<file path="src/core/qcd_pkg.sv">
package qcd_pkg;

	localparam int unsigned CNT_W = 16;
	localparam int unsigned SIMPLE_W = 8;
	localparam int unsigned BCD_DIGITS = 4;
	localparam logic [3:0] BCD_MAX_DIGIT = 4'h9;
	localparam logic [3:0] BCD_MIN_DIGIT = 4'h0;
	localparam logic [CNT_W-1:0] CNT_RESET = 16'h0000;
	localparam logic [1:0] SYNC_RESET = 2'h3;

	typedef enum logic [1:0]
	{
		QCD_MODE_SINGLE = 2'h0,
		QCD_MODE_DUAL   = 2'h1,
		QCD_MODE_SIMPLE = 2'h3
	} qcd_mode_t;

	typedef struct packed
	{
		logic      polarity_inv;
		logic      swap_pulses;
		logic      bcd_en;
		qcd_mode_t mode;
	} qcd_cfg_t;

	typedef struct packed
	{
		logic count_pulse;
		logic up_sel;
		logic up_pulse_n;
		logic decrement_pulse_n;
		logic direction;
	} qcd_pulse_t;

	typedef struct packed
	{
		logic [1:0]       sync_a;
		logic [1:0]       sync_b;
		logic             prev_both_low;
		logic             prev_b;
		logic             dir;
		logic             simple_dir;
		logic [1:0]       prev_ab_n;
		logic             rot_cw;
		qcd_pulse_t       pulses;
		logic [CNT_W-1:0] count;
	} qcd_state_t;

endpackage

</file>
<file path="src/core/qcd_decoder.sv">
`timescale 1ns/1ps
`default_nettype none

// Operation
// - count pulse only while both channels low
// - one count pulse per quadrature cycle
// - A low, B high presets direction flag
// - A high, B low clears direction flag
// - single mode: select follows direction flag
// - single and simple modes: count up or down by select at pulse
// - polarity option inverts select
// - binary or BCD counting, both directions
// - dual mode: up pulse low, flag set
// - dual mode: down pulse low, flag clear
// - option swaps up and down pulses
// - simple mode: direction on rising B only
// - simple mode: one stale count after reversal
// - simple mode: eight-bit binary value
// - direction from previous and present A/B
module qcd_decoder
(
	// system
	input  wire logic                  clk_sys,
	input  wire logic                  reset_n,
	// encoder channels, asynchronous
	input  wire logic                  chan_a,
	input  wire logic                  chan_b,
	// static configuration
	input  wire qcd_pkg::qcd_cfg_t     cfg,
	// decoded lines
	output var  qcd_pkg::qcd_pulse_t   pulses,
	output var  logic                  rotation_cw,
	// position
	output var  logic [qcd_pkg::CNT_W-1:0] position
);

	qcd_pkg::qcd_state_t st_r;
	qcd_pkg::qcd_state_t st_nxt;

	logic a_s;
	logic b_s;
	logic both_low;
	logic cnt_en;
	logic cnt_up;
	logic [qcd_pkg::CNT_W-1:0] bcd_up;
	logic [qcd_pkg::CNT_W-1:0] bcd_dn;
	logic [qcd_pkg::BCD_DIGITS:0] carry_up;
	logic [qcd_pkg::BCD_DIGITS:0] borrow_dn;

	// only the second stage is ever read
	assign a_s = st_r.sync_a[1];
	assign b_s = st_r.sync_b[1];
	assign both_low = ~a_s & ~b_s;
	// rising edge of the both-low window gives one enable per cycle
	assign cnt_en = both_low & ~st_r.prev_both_low;

	// decade counting per digit, ripple carry and borrow
	// the ripple spans four digits, short against a 50 ns period
	assign carry_up[0] = 1'b1;
	assign borrow_dn[0] = 1'b1;
	genvar gi;
	generate
		for (gi = 0; gi < qcd_pkg::BCD_DIGITS; gi++)
		begin : g_dig
			logic [3:0] d;
			assign d = st_r.count[gi*4 +: 4];
			assign carry_up[gi+1] = carry_up[gi] & (d == qcd_pkg::BCD_MAX_DIGIT);
			assign borrow_dn[gi+1] = borrow_dn[gi] & (d == qcd_pkg::BCD_MIN_DIGIT);
			assign bcd_up[gi*4 +: 4] = !carry_up[gi] ? d :
				(d == qcd_pkg::BCD_MAX_DIGIT) ? qcd_pkg::BCD_MIN_DIGIT : d + 4'h1;
			assign bcd_dn[gi*4 +: 4] = !borrow_dn[gi] ? d :
				(d == qcd_pkg::BCD_MIN_DIGIT) ? qcd_pkg::BCD_MAX_DIGIT : d - 4'h1;
		end
	endgenerate

	always_comb
	begin
		logic dir_n;
		logic pol_dir;
		logic up_p;
		logic dn_p;
		logic simple_n;
		dir_n = st_r.dir;
		pol_dir = 1'b0;
		up_p = 1'b0;
		dn_p = 1'b0;
		simple_n = st_r.simple_dir;
		st_nxt = st_r;
		st_nxt.sync_a = {st_r.sync_a[0], chan_a};
		st_nxt.sync_b = {st_r.sync_b[0], chan_b};
		st_nxt.prev_both_low = both_low;
		st_nxt.prev_b = b_s;

		// levels override any edge, as a preset and clear would
		if (!a_s && b_s)
		begin
			dir_n = 1'b1;
		end
		else if (a_s && !b_s)
		begin
			dir_n = 1'b0;
		end
		st_nxt.dir = dir_n;

		// simple variant: flop clocked by B, so it lags a reversal under B high
		if (b_s && !st_r.prev_b)
		begin
			simple_n = ~a_s;
		end
		st_nxt.simple_dir = simple_n;

		// track rotation from previous and present inverted A/B; no change and
		// a double step (both channels at once) keep the last verdict
		st_nxt.prev_ab_n = {~a_s, ~b_s};
		unique case ({st_r.prev_ab_n, ~a_s, ~b_s})
			4'h8:    st_nxt.rot_cw = 1'b1;
			4'h1:    st_nxt.rot_cw = 1'b1;
			4'h7:    st_nxt.rot_cw = 1'b1;
			4'hE:    st_nxt.rot_cw = 1'b1;
			4'h4:    st_nxt.rot_cw = 1'b0;
			4'h2:    st_nxt.rot_cw = 1'b0;
			4'hB:    st_nxt.rot_cw = 1'b0;
			4'hD:    st_nxt.rot_cw = 1'b0;
			default: st_nxt.rot_cw = st_r.rot_cw;
		endcase

		// the select follows the preset/clear flag, or the B-edge flop in the
		// simple variant; the inverted option flips the select, and the counting sense outside dual mode
		if (cfg.mode == qcd_pkg::QCD_MODE_SIMPLE)
		begin
			pol_dir = simple_n;
		end
		else
		begin
			pol_dir = dir_n;
		end
		pol_dir = pol_dir ^ cfg.polarity_inv;
		st_nxt.pulses.direction = dir_n;
		st_nxt.pulses.up_sel = pol_dir;

		// both lines idle high; the window is steered to one of them by the flag
		up_p = both_low && (dir_n ^ cfg.swap_pulses);
		dn_p = both_low && !(dir_n ^ cfg.swap_pulses);
		if (cfg.mode == qcd_pkg::QCD_MODE_DUAL)
		begin
			// no single count line in this mode, so a stray counter sees nothing
			st_nxt.pulses.count_pulse = 1'b0;
			st_nxt.pulses.up_pulse_n = !up_p;
			st_nxt.pulses.decrement_pulse_n = !dn_p;
			// the counter counts up whenever the up line pulses
			cnt_up = dir_n ^ cfg.swap_pulses;
		end
		else
		begin
			st_nxt.pulses.count_pulse = both_low;
			st_nxt.pulses.up_pulse_n = 1'b1;
			st_nxt.pulses.decrement_pulse_n = 1'b1;
			cnt_up = pol_dir;
		end

		// counter samples the select level (dual mode: flag ^ swap_pulses) at the enable; the enable lasts one
		// clock however long the both-low window stays open
		if (cnt_en)
		begin
			if (cfg.mode == qcd_pkg::QCD_MODE_SIMPLE)
			begin
				// eight-bit binary only; upper bits stay zero
				if (cnt_up)
				begin
					st_nxt.count = {{(qcd_pkg::CNT_W-qcd_pkg::SIMPLE_W){1'b0}},
						st_r.count[qcd_pkg::SIMPLE_W-1:0] + 8'h01};
				end
				else
				begin
					st_nxt.count = {{(qcd_pkg::CNT_W-qcd_pkg::SIMPLE_W){1'b0}},
						st_r.count[qcd_pkg::SIMPLE_W-1:0] - 8'h01};
				end
			end
			else if (cfg.bcd_en)
			begin
				st_nxt.count = cnt_up ? bcd_up : bcd_dn;
			end
			else
			begin
				st_nxt.count = cnt_up ? st_r.count + 16'h0001 : st_r.count - 16'h0001;
			end
		end

		// synchronous reset folded into the next state; the sync stages come out
		// at the idle level of a parked wheel, and prev_b high keeps release from
		// looking like a rising B
		if (!reset_n)
		begin
			st_nxt.sync_a = qcd_pkg::SYNC_RESET;
			st_nxt.sync_b = qcd_pkg::SYNC_RESET;
			st_nxt.prev_both_low = 1'b0;
			st_nxt.prev_b = 1'b1;
			st_nxt.dir = 1'b0;
			st_nxt.simple_dir = 1'b0;
			st_nxt.prev_ab_n = 2'h0;
			st_nxt.rot_cw = 1'b0;
			st_nxt.pulses.count_pulse = 1'b0;
			st_nxt.pulses.up_sel = 1'b0;
			st_nxt.pulses.up_pulse_n = 1'b1;
			st_nxt.pulses.decrement_pulse_n = 1'b1;
			st_nxt.pulses.direction = 1'b0;
			st_nxt.count = qcd_pkg::CNT_RESET;
		end
	end

	// one register stage for all state, every edge, no enable: pins reach the
	// outputs three edges after they change
	always_ff @(posedge clk_sys)
	begin
		st_r <= st_nxt;
	end

	assign pulses = st_r.pulses;
	assign rotation_cw = st_r.rot_cw;
	assign position = st_r.count;

endmodule

`default_nettype wire

</file>
<file path="config.mk">
export PLATFORM = sky130hd
export DESIGN_NAME = qcd_decoder
export DESIGN_NICKNAME = d
export VERILOG_FILES = /design/src/core/qcd_pkg.sv /design/src/core/qcd_decoder.sv
export SDC_FILE = /design/constraint.sdc
export NUM_CORES = 1
export LEC_CHECK = 0
export ABC_CLOCK_PERIOD_IN_PS = 3300
export BUFFER_PORTS_ARGS = -buffer_cell sky130_fd_sc_hd__buf_2
export CAP_MARGIN = 20
export CORE_UTILIZATION = 45
export CTS_BUF_LIST = sky130_fd_sc_hd__clkbuf_4 sky130_fd_sc_hd__clkbuf_8 sky130_fd_sc_hd__clkbuf_16
export DETAILED_ROUTE_END_ITERATION = 16
export PLACE_DENSITY = 0.72
export SYNTH_ARGS = -nofsm -noshare
export SYNTH_HDL_FRONTEND = slang
export SYNTH_SLANG_ARGS = --single-unit
</file>
<file path="constraint.sdc">
create_clock -name clk_sys -period 3.3 [get_ports clk_sys]
set_input_delay 0.165 -clock clk_sys [delete_from_list [all_inputs] [get_ports clk_sys]]
set_output_delay 0.165 -clock clk_sys [all_outputs]
set_load 0.02 [all_outputs]
</file>
# Word-level counts from Yosys, hierarchy flattened
# Index checks and enable logic that the tools add are counted.
# W data, S select, Z words.
dict set report totals {
  register_bits 31
  inputBits 9
  out_inout_bits 22
  word_cells 108
}
dict set report classes {
  addsub 12
  n_eq_ne 20
  muxes 25
  n_bitwise 12
  reduce_logical 23
}
# op count
set op_table {}
lappend op_table {{$mux W16} 4}
lappend op_table {{$mux W4} 14}
lappend op_table {{$eq A4 B4 Y1 const B} 8}
lappend op_table {{$add A16 B1 Y16 const B} 1}
lappend op_table {{$add A4 B1 Y4 const B} 4}
lappend op_table {{$logic_not A4 Y1} 4}
lappend op_table {{$sub A16 B1 Y16 const B} 1}
lappend op_table {{$sub A4 B1 Y4 const B} 4}
lappend op_table {{$ne A4 B1 Y1 const B} 3}
lappend op_table {{$ne A4 B2 Y1 const B} 3}
lappend op_table {{$reduce_and A3 Y1} 3}
lappend op_table {{$add A8 B1 Y8 const B} 1}
lappend op_table {{$eq A4 B3 Y1 const B} 2}
lappend op_table {{$mux W8} 1}
lappend op_table {{$reduce_or A4 Y1} 2}
lappend op_table {{$sub A8 B1 Y8 const B} 1}
lappend op_table {{$and A1 B1 Y1} 6}
lappend op_table {{$logic_not A1 Y1} 6}
lappend op_table {{$logic_and A1 B1 Y1} 5}
lappend op_table {{$mux W1} 5}
lappend op_table {{$eq A4 B1 Y1 const B} 1}
lappend op_table {{$eq A4 B2 Y1 const B} 1}
lappend op_table {{$not A1 Y1} 4}
lappend op_table {{$eq A2 B1 Y1 const B} 1}
lappend op_table {{other kinds (6)} 7}

# Longest topological paths before layout
# Gate-level depths: netlist (run 1).
dict set report logic_depth {
  word_depth 10
  ltp_mapped 17
  ltp_nobuf 14
}

# Worst setup path after synthesis (run 1)
# OpenSTA, ideal clock, no wires.
dict set report synth_timing {
  path_type {reg2reg}
  from {register st_r[25] (netlist bit)}
  to {register st_r, in the netlist position[12]}
  setup_ps 131
  t_arrival_ps 3398
  required_ps 3169
  slack_ps -229
  stages_incl_launch_ff 17
  n_path_buf 2
  period_less_slack_ps 3529
  path_cell_list {dfxtp_1 > nand2b_1 > a21oi_2 > mux2_2 > nor3_4 > buf_2 > buf_2 > xnor2_1 > ha_1 > nor2_1 > nand3_1 > or3_1 > a31oi_1 > nand3_1 > and3b_1 > o311ai_0 > o21ai_1}
}
dict set report synth_between {
  elab_chain_len 8
  word_cells_on_any_way 13
  classes_between {2 x eq/ne; 8 x mux; 2 x bitwise; 1 x reduce/logical}
}
# item line_no
set synth_lines {}
lappend synth_lines {{start: declaration} qcd_decoder.sv:37} ;# qcd_pkg::qcd_state_t st_r;
lappend synth_lines {{start signal: assignment} qcd_decoder.sv:215} ;# st_r <= st_nxt;
lappend synth_lines {{$mux W1 (*)} qcd_decoder.sv:99} ;# else if (a_s && !b_s)
lappend synth_lines {{$mux W1 (*)} qcd_decoder.sv:95} ;# if (!a_s && b_s)
lappend synth_lines {{$mux W1} qcd_decoder.sv:129} ;# if (cfg.mode == qcd_pkg::QCD_MODE_SIMPLE)
lappend synth_lines {{$xor A1 B1 Y1} qcd_decoder.sv:137} ;# pol_dir = pol_dir ^ cfg.polarity_inv;
lappend synth_lines {{$mux W1 (*)} qcd_decoder.sv:144} ;# if (cfg.mode == qcd_pkg::QCD_MODE_DUAL)
lappend synth_lines {{$mux W16 (on tied branches)} {qcd_decoder.sv:185, qcd_decoder.sv:181}}
lappend synth_lines {{$mux W16} qcd_decoder.sv:179} ;# else if (cfg.bcd_en)
lappend synth_lines {{$mux W16} qcd_decoder.sv:165} ;# if (cfg.mode == qcd_pkg::QCD_MODE_SIMPLE)
# Every way passes the cells marked *; elsewhere a longest branch is shown, timed or not.
# A chain may end at the register's enable or synchronous reset.

# Final worst setup path (run 1)
dict set report layout_timing {
  from {register st_r, in the netlist a_s}
  to {register st_r, in the netlist position[14]}
}
dict set report layout_between {
  elab_chain_len 9
  word_cells_on_any_way 20
  classes_between {2 x eq/ne; 9 x mux; 5 x bitwise; 4 x reduce/logical}
}
# item line_no
set layout_lines {}
lappend layout_lines {{$logic_and A1 B1 Y1 / $logic_not A1 Y1 (equally long branches)} {qcd_decoder.sv:99, qcd_decoder.sv:95}}
lappend layout_lines {{$mux W1 / $logic_and A1 B1 Y1 (equally long branches)} {qcd_decoder.sv:99, qcd_decoder.sv:95}}
lappend layout_lines {{$mux W1} qcd_decoder.sv:95}
lappend layout_lines {{$mux W1} qcd_decoder.sv:129}
lappend layout_lines {{$xor A1 B1 Y1} qcd_decoder.sv:137}
lappend layout_lines {{$mux W1} qcd_decoder.sv:144}
lappend layout_lines {{$mux W16 (on tied branches)} {qcd_decoder.sv:185, qcd_decoder.sv:181}}
lappend layout_lines {{$mux W16} qcd_decoder.sv:179}
lappend layout_lines {{$mux W16} qcd_decoder.sv:165}
# Several ways; a longest one is shown, not always the timed one.

==> results of run 1 <==
[sequential cells by signal (all words and copies together), names as in the netlist]
name	count
position	16
b_s	1
pulses	4
st_r	8
a_s	1
rotation_cw	1
[per-stage QoR]
stage	power, mW	worst slack, ns	instances
after global placement	0.620	0.201	445
after floorplan	0.582	0.0132	381
after detailed placement	0.624	0.101	445
final	1.01	0.0866	454
after CTS	1.02	0.0844	453
after global routing	1.06	-0.0377	454
[worst paths after layout]
check	to	slack (ns)	depth (start not counted)
max	position[14]	0.09	15
min	st_r[30]	0.06	2
max reg2reg	position[14]	0.09	15
min reg2reg	b_s	0.41	1
[power groups by stage]
| stage | Combinational (mW) | Clock, mW | Sequential, mW |
|---|---|---|---|
| final | 0.231 | 0.389 | 0.392 |
| after floorplan | 0.187 | 0 | 0.395 |
| after global placement | 0.221 | 0 | 0.399 |
| after detailed placement | 0.224 | 0 | 0.400 |
| after CTS | 0.224 | 0.400 | 0.391 |
| after global routing | 0.251 | 0.413 | 0.393 |
[final cells by class]
| type | instances | area share |
|---|---|---|
| tap | 75 | 0.0316 |
| timing repair buffer | 39 | 0.0733 |
| multi-input combinational | 288 | 0.629 |
| clock inverter | 2 | 0.0118 |
| clock buffer | 6 | 0.0278 |
| sequential | 31 | 0.210 |
| inverter | 13 | 0.0164 |
[what timing repair did]
action                                  in CTS  in global routing
gates resized for setup                      0                  8
endpoints found under the setup margin       0                  3
buffers inserted                             0                  1
[cells by family after synthesis]
logic type,synth area share
XOR/XNOR,0.0315
adder cells (fa/ha/maj),0.0360
multiplexers,0.0185
flip-flops,0.223
buffers and inverters,0.121
AND/OR/NAND/NOR,0.287
AO/OA/AOI/OAI,0.283
[placed cells by master (no fill, tap or decap), drive strengths merged, types with 8 or more instances in the layout]
| cell type | instances |
|---|---|
| nand4 | 10 |
| inv | 11 |
| a21oi | 19 |
| nand3 | 23 |
| nand2 | 28 |
| buf | 39 |
| nor3 | 13 |
| ha | 8 |
| dfxtp | 31 |
| nand2b | 11 |
| nor2 | 41 |
| o21ai | 23 |
[critical path, stage by stage, from the launching register on]
cell and delay (ns):
dfxtp_2 0.34, buf_4 0.16, or2_0 0.23, a21o_1 0.17, and3_4 0.20, nor3_4 0.19, xnor2_1 0.15, ha_2 0.25
buf_4 0.13, inv_1 0.03, nor2_1 0.16, nand3_1 0.20, o31ai_2 0.29, a221oi_1 0.13, o311a_1 0.30, a31o_1 0.19
[synth_stat cells, types with 3 or more instances]
| master | number |
|---|---|
| o311ai_0 | 3 |
| a211o_1 | 4 |
| a31oi_1 | 7 |
| a311oi_1 | 3 |
| nand2_1 | 28 |
| clkbuf_1 | 21 |
| and3_1 | 3 |
| o31ai_1 | 3 |
| o21ai_0 | 19 |
| o21a_1 | 4 |
| a21o_1 | 3 |
| or4_1 | 3 |
| dfxtp_1 | 31 |
| buf_4 | 22 |
| o21ai_1 | 3 |
| inv_1 | 10 |
| mux2i_1 | 4 |
| xnor2_1 | 7 |
| nand3_1 | 23 |
| or3_1 | 3 |
| xor2_1 | 3 |
| buf_2 | 4 |
| nor3_1 | 12 |
| a21oi_1 | 18 |
| a211oi_1 | 4 |
| nand2b_1 | 11 |
| nand4_1 | 10 |
| o211ai_1 | 3 |
| and2_1 | 3 |
| nor2b_1 | 6 |
| nor2_1 | 41 |
| o2111ai_1 | 3 |
| ha_1 | 8 |
| o22ai_1 | 3 |
| nor4_1 | 4 |
[per-layer routing]
metal	up-vias	part of all wire	wire [µm]	global-route usage
met5	-	0	0	0
met1	1320	0.46	3240	0.278
met2	109	0.47	3320	0.374
met4	0	0.022	159	0.100
li1	1371	-	-	-
met3	19	0.053	379	0.0398
==> results.cfg, run 1 <==
[timing]
post-route-min-period_ns = 3.21
period_share = 0.974
maxSlewViolCount = 0
relSlewSlack = 0.473
hold_violations = 0
fmax_mhz = 311
rsz0062_at_grt = yes
hold_ws_ns = 0.0573
fin_setup_tns_ns = 0
fin_skew_ns = 0.00543
worst_pin_slew_ns = 0.783
setup-violations-final = 0

[outcome]
status = completed

[setup_path]
required_ns = 3.48
critPathKind = reg -> reg
critPathCaptureType = register
reg2reg_from = a_s
cp_max_fo = 9
cp-startpoint = a_s
arrival_ns = 3.39
startpoint_type = register

[finish]
n_fill_cell = 587
nets = 395
area_delta_synth_final_pct = 6.89
fin_util = 0.499
design_area_um2 = 2970
multi_input_area_um2 = 1870
n_antenna_cell = 0
drive_gt1_frac = 0.185
seqCellArea_um2 = 623

[power]
vdd_ir_drop_max_v = 0.000243
swShare = 0.295
p_int_uw = 714
power_frac_seq = 0.387
clockPowerShare = 0.385
pwr-share-comb = 0.228
power.leakage_nw = 1.17
power_density_nw_per_um2 = 341
power.switching_uw = 298

[detailed_routing]
drtAntennaViolNets = 0
via_per_inst = 6.21
via_count = 2819
drc = 0
drt_iter0_markers = 179
wl_per_cell_um = 15.6
wl_um = 7100
drt_pass1_iterations = 5

[flow_run]
cap_violations = 0

[global_route]
grt_pass1_wl_um = 11400
grt_max_degree = 29
first_global_vias = 2478
track_usage = 0.224
antenna_found_initial = 0
grt_overflow = 0

[yosys]
synth_top_area_cell = dfxtp_1
synth_edf_count = 0
synth_ff_type = dfxtp_1
synth_cells = 381
ys_ff_latch = 31
synth_area_leaders = dfxtp_1, buf_4, nor2_1
synth_cell_types = 69
synth_top_area_frac = 0.223
synthesis.area_um2 = 2780
synthArstFlopShare = 0
syn_avg_cell_area_um2 = 7.29
yosysSeqAreaShare = 0.223
syn_nets = 398
yosysWarnings = 0

[cts]
cts_max_level = 2
clk_latency_ns = 0.29
holdBufCountCts = 0
cts_tree = done
clock_path_buffers = 2
cts.clk_slew.worst_paths_ns = 0.06
cts.sink_count = 31
cts_root_buf = clkbuf_8
numCtsBuffers = 5

[place]
place_congestion = 0.848
placed_cell_area_um2 = 2820
io_buffer_count = 30
dp_hpwl_um = 5010

[floorplan]
start_util = 0.467
die_x_um = 80.6
fp.dieH_um = 80.6
die_area_um2 = 6490
rows = 28
pin_count = 31
core_area_um2 = 5960

[hold_path]
hp-class = in -> reg
hold_start = chan_a
(Power assumes the default switching activity.)
==> run 2: changes to the inputs <==
--- a/config.mk
+++ b/config.mk
@@ -11,7 +11,8 @@
 export CORE_UTILIZATION = 45
 export CTS_BUF_LIST = sky130_fd_sc_hd__clkbuf_4 sky130_fd_sc_hd__clkbuf_8 sky130_fd_sc_hd__clkbuf_16
 export DETAILED_ROUTE_END_ITERATION = 16
-export PLACE_DENSITY = 0.72
+export PLACE_DENSITY_LB_ADDON = 0.08
 export SYNTH_ARGS = -nofsm -noshare
 export SYNTH_HDL_FRONTEND = slang
 export SYNTH_SLANG_ARGS = --single-unit
+export TNS_END_PERCENT = 50
==> run 2 against run 1 <==
Net effect:
- register-to-register slack improved by 0.07 ns
- die area unchanged
- wire length increased by 2.5%
- power increased by 1.0%
- critical path depth decreased by 1
- maximum frequency increased by 2.1%
- non-clock buffer count increased by 4
- critical path type unchanged
- critical endpoint is now position[12]
==> results.cfg, run 2 (synthesis gave the netlist of run 1 again) <==
[finish]
area_delta_synth_final_pct = 7.65
final_cell_mix = nor2_1, dfxtp_1, buf_2
multi_input_area_um2 = 1860
drive_gt1_frac = 0.188
n_fill_cell = 612
finalNonFillerCells = 458
final_common_cell = nor2_1
seqCellArea_um2 = 622
nets = 399
largest_reg_flops = 16
n_antenna_cell = 0

[cts]
cts.sink_count = 31
clock_path_buffers = 2
cts.clk_slew.worst_paths_ns = 0.07
cts_tree = done
numCtsBuffers = 5
clk_latency_ns = 0.28
cts_resized = 0
cts_max_level = 2
cts_root_buf = clkbuf_8
holdBufCountCts = 0
cts_setup_buffers = 0

[detailed_routing]
drt_pass1_iterations = 4
via_count = 2766
wl_per_cell_um = 15.9
drc = 0
wl_um = 7280
via_per_inst = 6.04
drt_iter0_markers = 132
drtAntennaViolNets = 0

[place]
io_buffer_count = 30
place_congestion = 0.858
dp_cells = 450
dp_hpwl_um = 5160
dp_worst_setup_slack_ns = 0.0826

[timing]
hold_violations = 0
rsz0062_at_grt = yes
worst_pin_slew_ns = 0.801
post-route-min-period_ns = 3.15
fmax_mhz = 318
setup-violations-final = 0
maxSlewViolCount = 0
relSlewSlack = 0.460
period_share = 0.954
hold_ws_ns = 0.0595
fin_skew_ns = 0.00684
worst_slack_ns = 0.152

[power]
power.leakage_nw = 1.19
power_density_nw_per_um2 = 342
vdd_ir_drop_max_v = 0.000252

[outcome]
status = completed

[global_route]
grt_pass1_wl_um = 12000
grt_max_degree = 29
grt_overflow = 0
track_usage = 0.236
antenna_found_initial = 0
first_global_vias = 2441

[setup_path]
required_ns = 3.47
critPathKind = reg -> reg
cp_max_fo = 5
arrival_ns = 3.31
critPathCaptureType = register
startpoint_type = register

[floorplan]
fp.dieH_um = 80.6
start_util = 0.467
rows = 28
pin_count = 31
die_x_um = 80.6
core_area_um2 = 5960
die_area_um2 = 6490

[flow_run]
cap_violations = 0

[hold_path]
hp-class = in -> reg
-- run 2: critical path, cell delays in order, from the launching register on --
cell and delay (ns):
dfxtp_1 0.34, nand2b_1 0.19, a21oi_2 0.18, mux2_4 0.35, nor3_4 0.22, xnor2_1 0.09, ha_2 0.22, nor2_1 0.12
nand3_1 0.11, or3_4 0.38, a31oi_4 0.17, nand3_1 0.11, and3b_1 0.17, o311ai_0 0.27, o21ai_1 0.10
-- run 2: cell type report --
| type | count | share of cell area |
|---|---|---|
| clock buffers | 6 | 0.0276 |
| clock inverters | 2 | 0.0117 |
| inverters | 13 | 0.0163 |
| multi-input cells | 288 | 0.622 |
| flip-flops and latches | 31 | 0.208 |
| well taps | 75 | 0.0314 |
| repair buffers | 43 | 0.0828 |
-- run 2: routing by layer --
layer | vias to the layer above | part of all wire | GRT usage
li1 | 1388 | - | -
met1 | 1294 | 0.48 | 0.324
met2 | 78 | 0.46 | 0.375
met3 | 6 | 0.048 | 0.0375
met4 | 0 | 0.0063 | 0.0714
met5 | - | 0 | 0
-- run 2: path summary, 6_finish.rpt --
kind / startpoint / end / slack [ns] / depth (start not counted)
setup / recovery: st_r[25] / position[12] / 0.15 / 14
hold / removal: chan_a / st_r[30] / 0.06 / 2
setup reg to reg: st_r[25] / position[12] / 0.15 / 14
hold reg to reg: st_r[28] / b_s / 0.41 / 1
-- run 2: metrics by stage --
step           power (mW)   util  TNS (ns)  cell area (µm²)
4_1_cts              1.03  0.500         0             2980
3_3_place_gp        0.630  0.480         0             2860
6_report             1.02  0.502         0             2990
3_5_place_dp        0.630  0.480         0             2860
2_1_floorplan       0.582      -         0             2820
5_1_grt              1.07  0.502   -0.0560             2990
-- run 2: report_power, final --
part	internal (mW)	switching [mW]
Combinational	0.0885	0.143
Sequential	0.382	0.00926
Clock	0.244	0.155
==> run 3: changes to the inputs <==
--- a/config.mk
+++ b/config.mk
@@ -5,7 +5,7 @@
 export SDC_FILE = /design/constraint.sdc
 export NUM_CORES = 1
 export LEC_CHECK = 0
-export ABC_CLOCK_PERIOD_IN_PS = 3300
+export ABC_CLOCK_PERIOD_IN_PS = 3600
 export BUFFER_PORTS_ARGS = -buffer_cell sky130_fd_sc_hd__buf_2
 export CAP_MARGIN = 20
 export CORE_UTILIZATION = 45
==> constraint.sdc (replaced) <==
create_clock -name clk_sys -period 3.6 [get_ports clk_sys]
set_input_delay 0.18 -clock clk_sys [delete_from_list [all_inputs] [get_ports clk_sys]]
set_output_delay 0.18 -clock clk_sys [all_outputs]
set_load 0.02 [all_outputs]
==> run 3 against run 2 <==
Net effect:
- global-route usage fell by 0.097 points
- non-clock buffer count fell by 6
- wire length fell by 0.49%
==> results.cfg, run 3 (synthesis gave the netlist of run 1 again) <==
[outcome]
status = completed

[setup_path]
reg2reg_depth = 13
critPathKind = reg -> reg
startpoint_type = register
required_ns = 3.77
critPathCaptureType = register
arrival_ns = 3.52
reg2reg_from = st_r[25]
cp-startpoint = st_r[25]
cp_max_fo = 29

[detailed_routing]
drt_iter0_markers = 201
wl_per_cell_um = 16.0
via_count = 2753
via_per_inst = 6.09
drt_pass1_iterations = 4
drc = 0
drtAntennaViolNets = 0
wl_um = 7240

[power]
power_density_nw_per_um2 = 316
power.leakage_nw = 1.15
vdd_ir_drop_max_v = 0.000204
finalPower_uw = 929

[floorplan]
die_x_um = 80.6
die_area_um2 = 6490
start_util = 0.467
pin_count = 31
core_area_um2 = 5960
rows = 28
fp.dieH_um = 80.6

[global_route]
grt_max_degree = 30
grt_overflow = 0
first_global_vias = 2352
antenna_found_initial = 0
track_usage = 0.235
grt_pass1_wl_um = 11900

[timing]
fin_skew_ns = 0.00483
rsz0062_at_grt = no
hold_ws_ns = 0.0776
worst_slack_ns = 0.251
maxSlewViolCount = 0
worst_pin_slew_ns = 0.816
post-route-min-period_ns = 3.35
fin_setup_tns_ns = 0
relSlewSlack = 0.450
period_share = 0.930
hold_violations = 0
setup-violations-final = 0
fmax_mhz = 299

[flow_run]
cap_violations = 0

[place]
place_congestion = 0.893
io_buffer_count = 30
dp_cells = 443
dp_worst_setup_slack_ns = 0.169
dp_hpwl_um = 5040

[hold_path]
holdPathStages = 2
hold_start = chan_a
hp-class = in -> reg

[cts]
holdBufCountCts = 0
numCtsBuffers = 5
cts.sink_count = 31
clk_latency_ns = 0.28
cts_root_buf = clkbuf_8
cts_tree = done
cts.clk_slew.worst_paths_ns = 0.07
cts_max_level = 2
clock_path_buffers = 2

[finish]
drive_gt1_frac = 0.162
n_fill_cell = 623
n_antenna_cell = 0
finalNonFillerCells = 452
final_cell_mix = nor2_1, dfxtp_1, buf_2
final_common_cell = nor2_1
largest_reg_flops = 16
area_delta_synth_final_pct = 5.58
nets = 393
## run 3: cell types whose count changed in the layout (fill, tap and decap cells not counted), sizes merged
| cell | change |
|---|---|
| buf | -6 |
## run 3: per-stage QoR
step	util	cell area (µm²)
2_1_floorplan	-	2780
3_3_place_gp	0.467	2780
3_5_place_dp	0.467	2780
4_1_cts	0.487	2900
5_1_grt	0.493	2930
6_report	0.493	2930
## run 3: final timing paths
check	end	slack, ns
max	position[15]	0.25
max reg2reg	position[15]	0.25
min	st_r[30]	0.08
min reg2reg	b_s	0.41
## run 3: routing by layer
| metal | global-route usage | vias to the layer above | share of wire |
|---|---|---|---|
| li1 | - | 1368 | - |
| met1 | 0.333 | 1306 | 0.48 |
| met2 | 0.374 | 74 | 0.47 |
| met3 | 0.0352 | 5 | 0.042 |
| met4 | 0.0446 | 0 | 0.0050 |
| met5 | 0 | - | 0 |
## run 3: worst max-delay path, stage by stage, from the launching register on
cell      delay (ns)
dfxtp_1         0.34
nand2b_1        0.21
a21oi_4         0.18
mux2_2          0.40
nor3_4          0.20
buf_4           0.36
inv_2           0.07
ha_1            0.34
nand4_1         0.14
nor2_1          0.06
o21ai_0         0.12
a2bb2o_1        0.32
a21o_1          0.18
a221o_1         0.30
## run 3: what timing repair did
action,CTS,global route
setup endpoints to repair,0,2
setup buffers,0,1
gates resized for setup,0,4
endpoints found under the hold margin,0,0
## run 3: area by class of cell
cell class / instances / area, µm² / share of cell area
clock inverters: 2 / 35.0 / 0.0119
flip-flops and latches: 31 / 621 / 0.212
inverters: 13 / 48.8 / 0.0166
clock buffers: 6 / 82.6 / 0.0281
repair buffers: 37 / 203 / 0.0691
well taps: 75 / 93.8 / 0.0320
multi-input cells: 288 / 1850 / 0.631
## run 3: report_power, final
group | leakage, nW | internal [mW] | total, mW | switching, mW
Sequential | 0.252 | 0.350 | 0.359 | 0.00880
Clock | 0.0612 | 0.224 | 0.364 | 0.140
Combinational | 0.842 | 0.0755 | 0.206 | 0.130
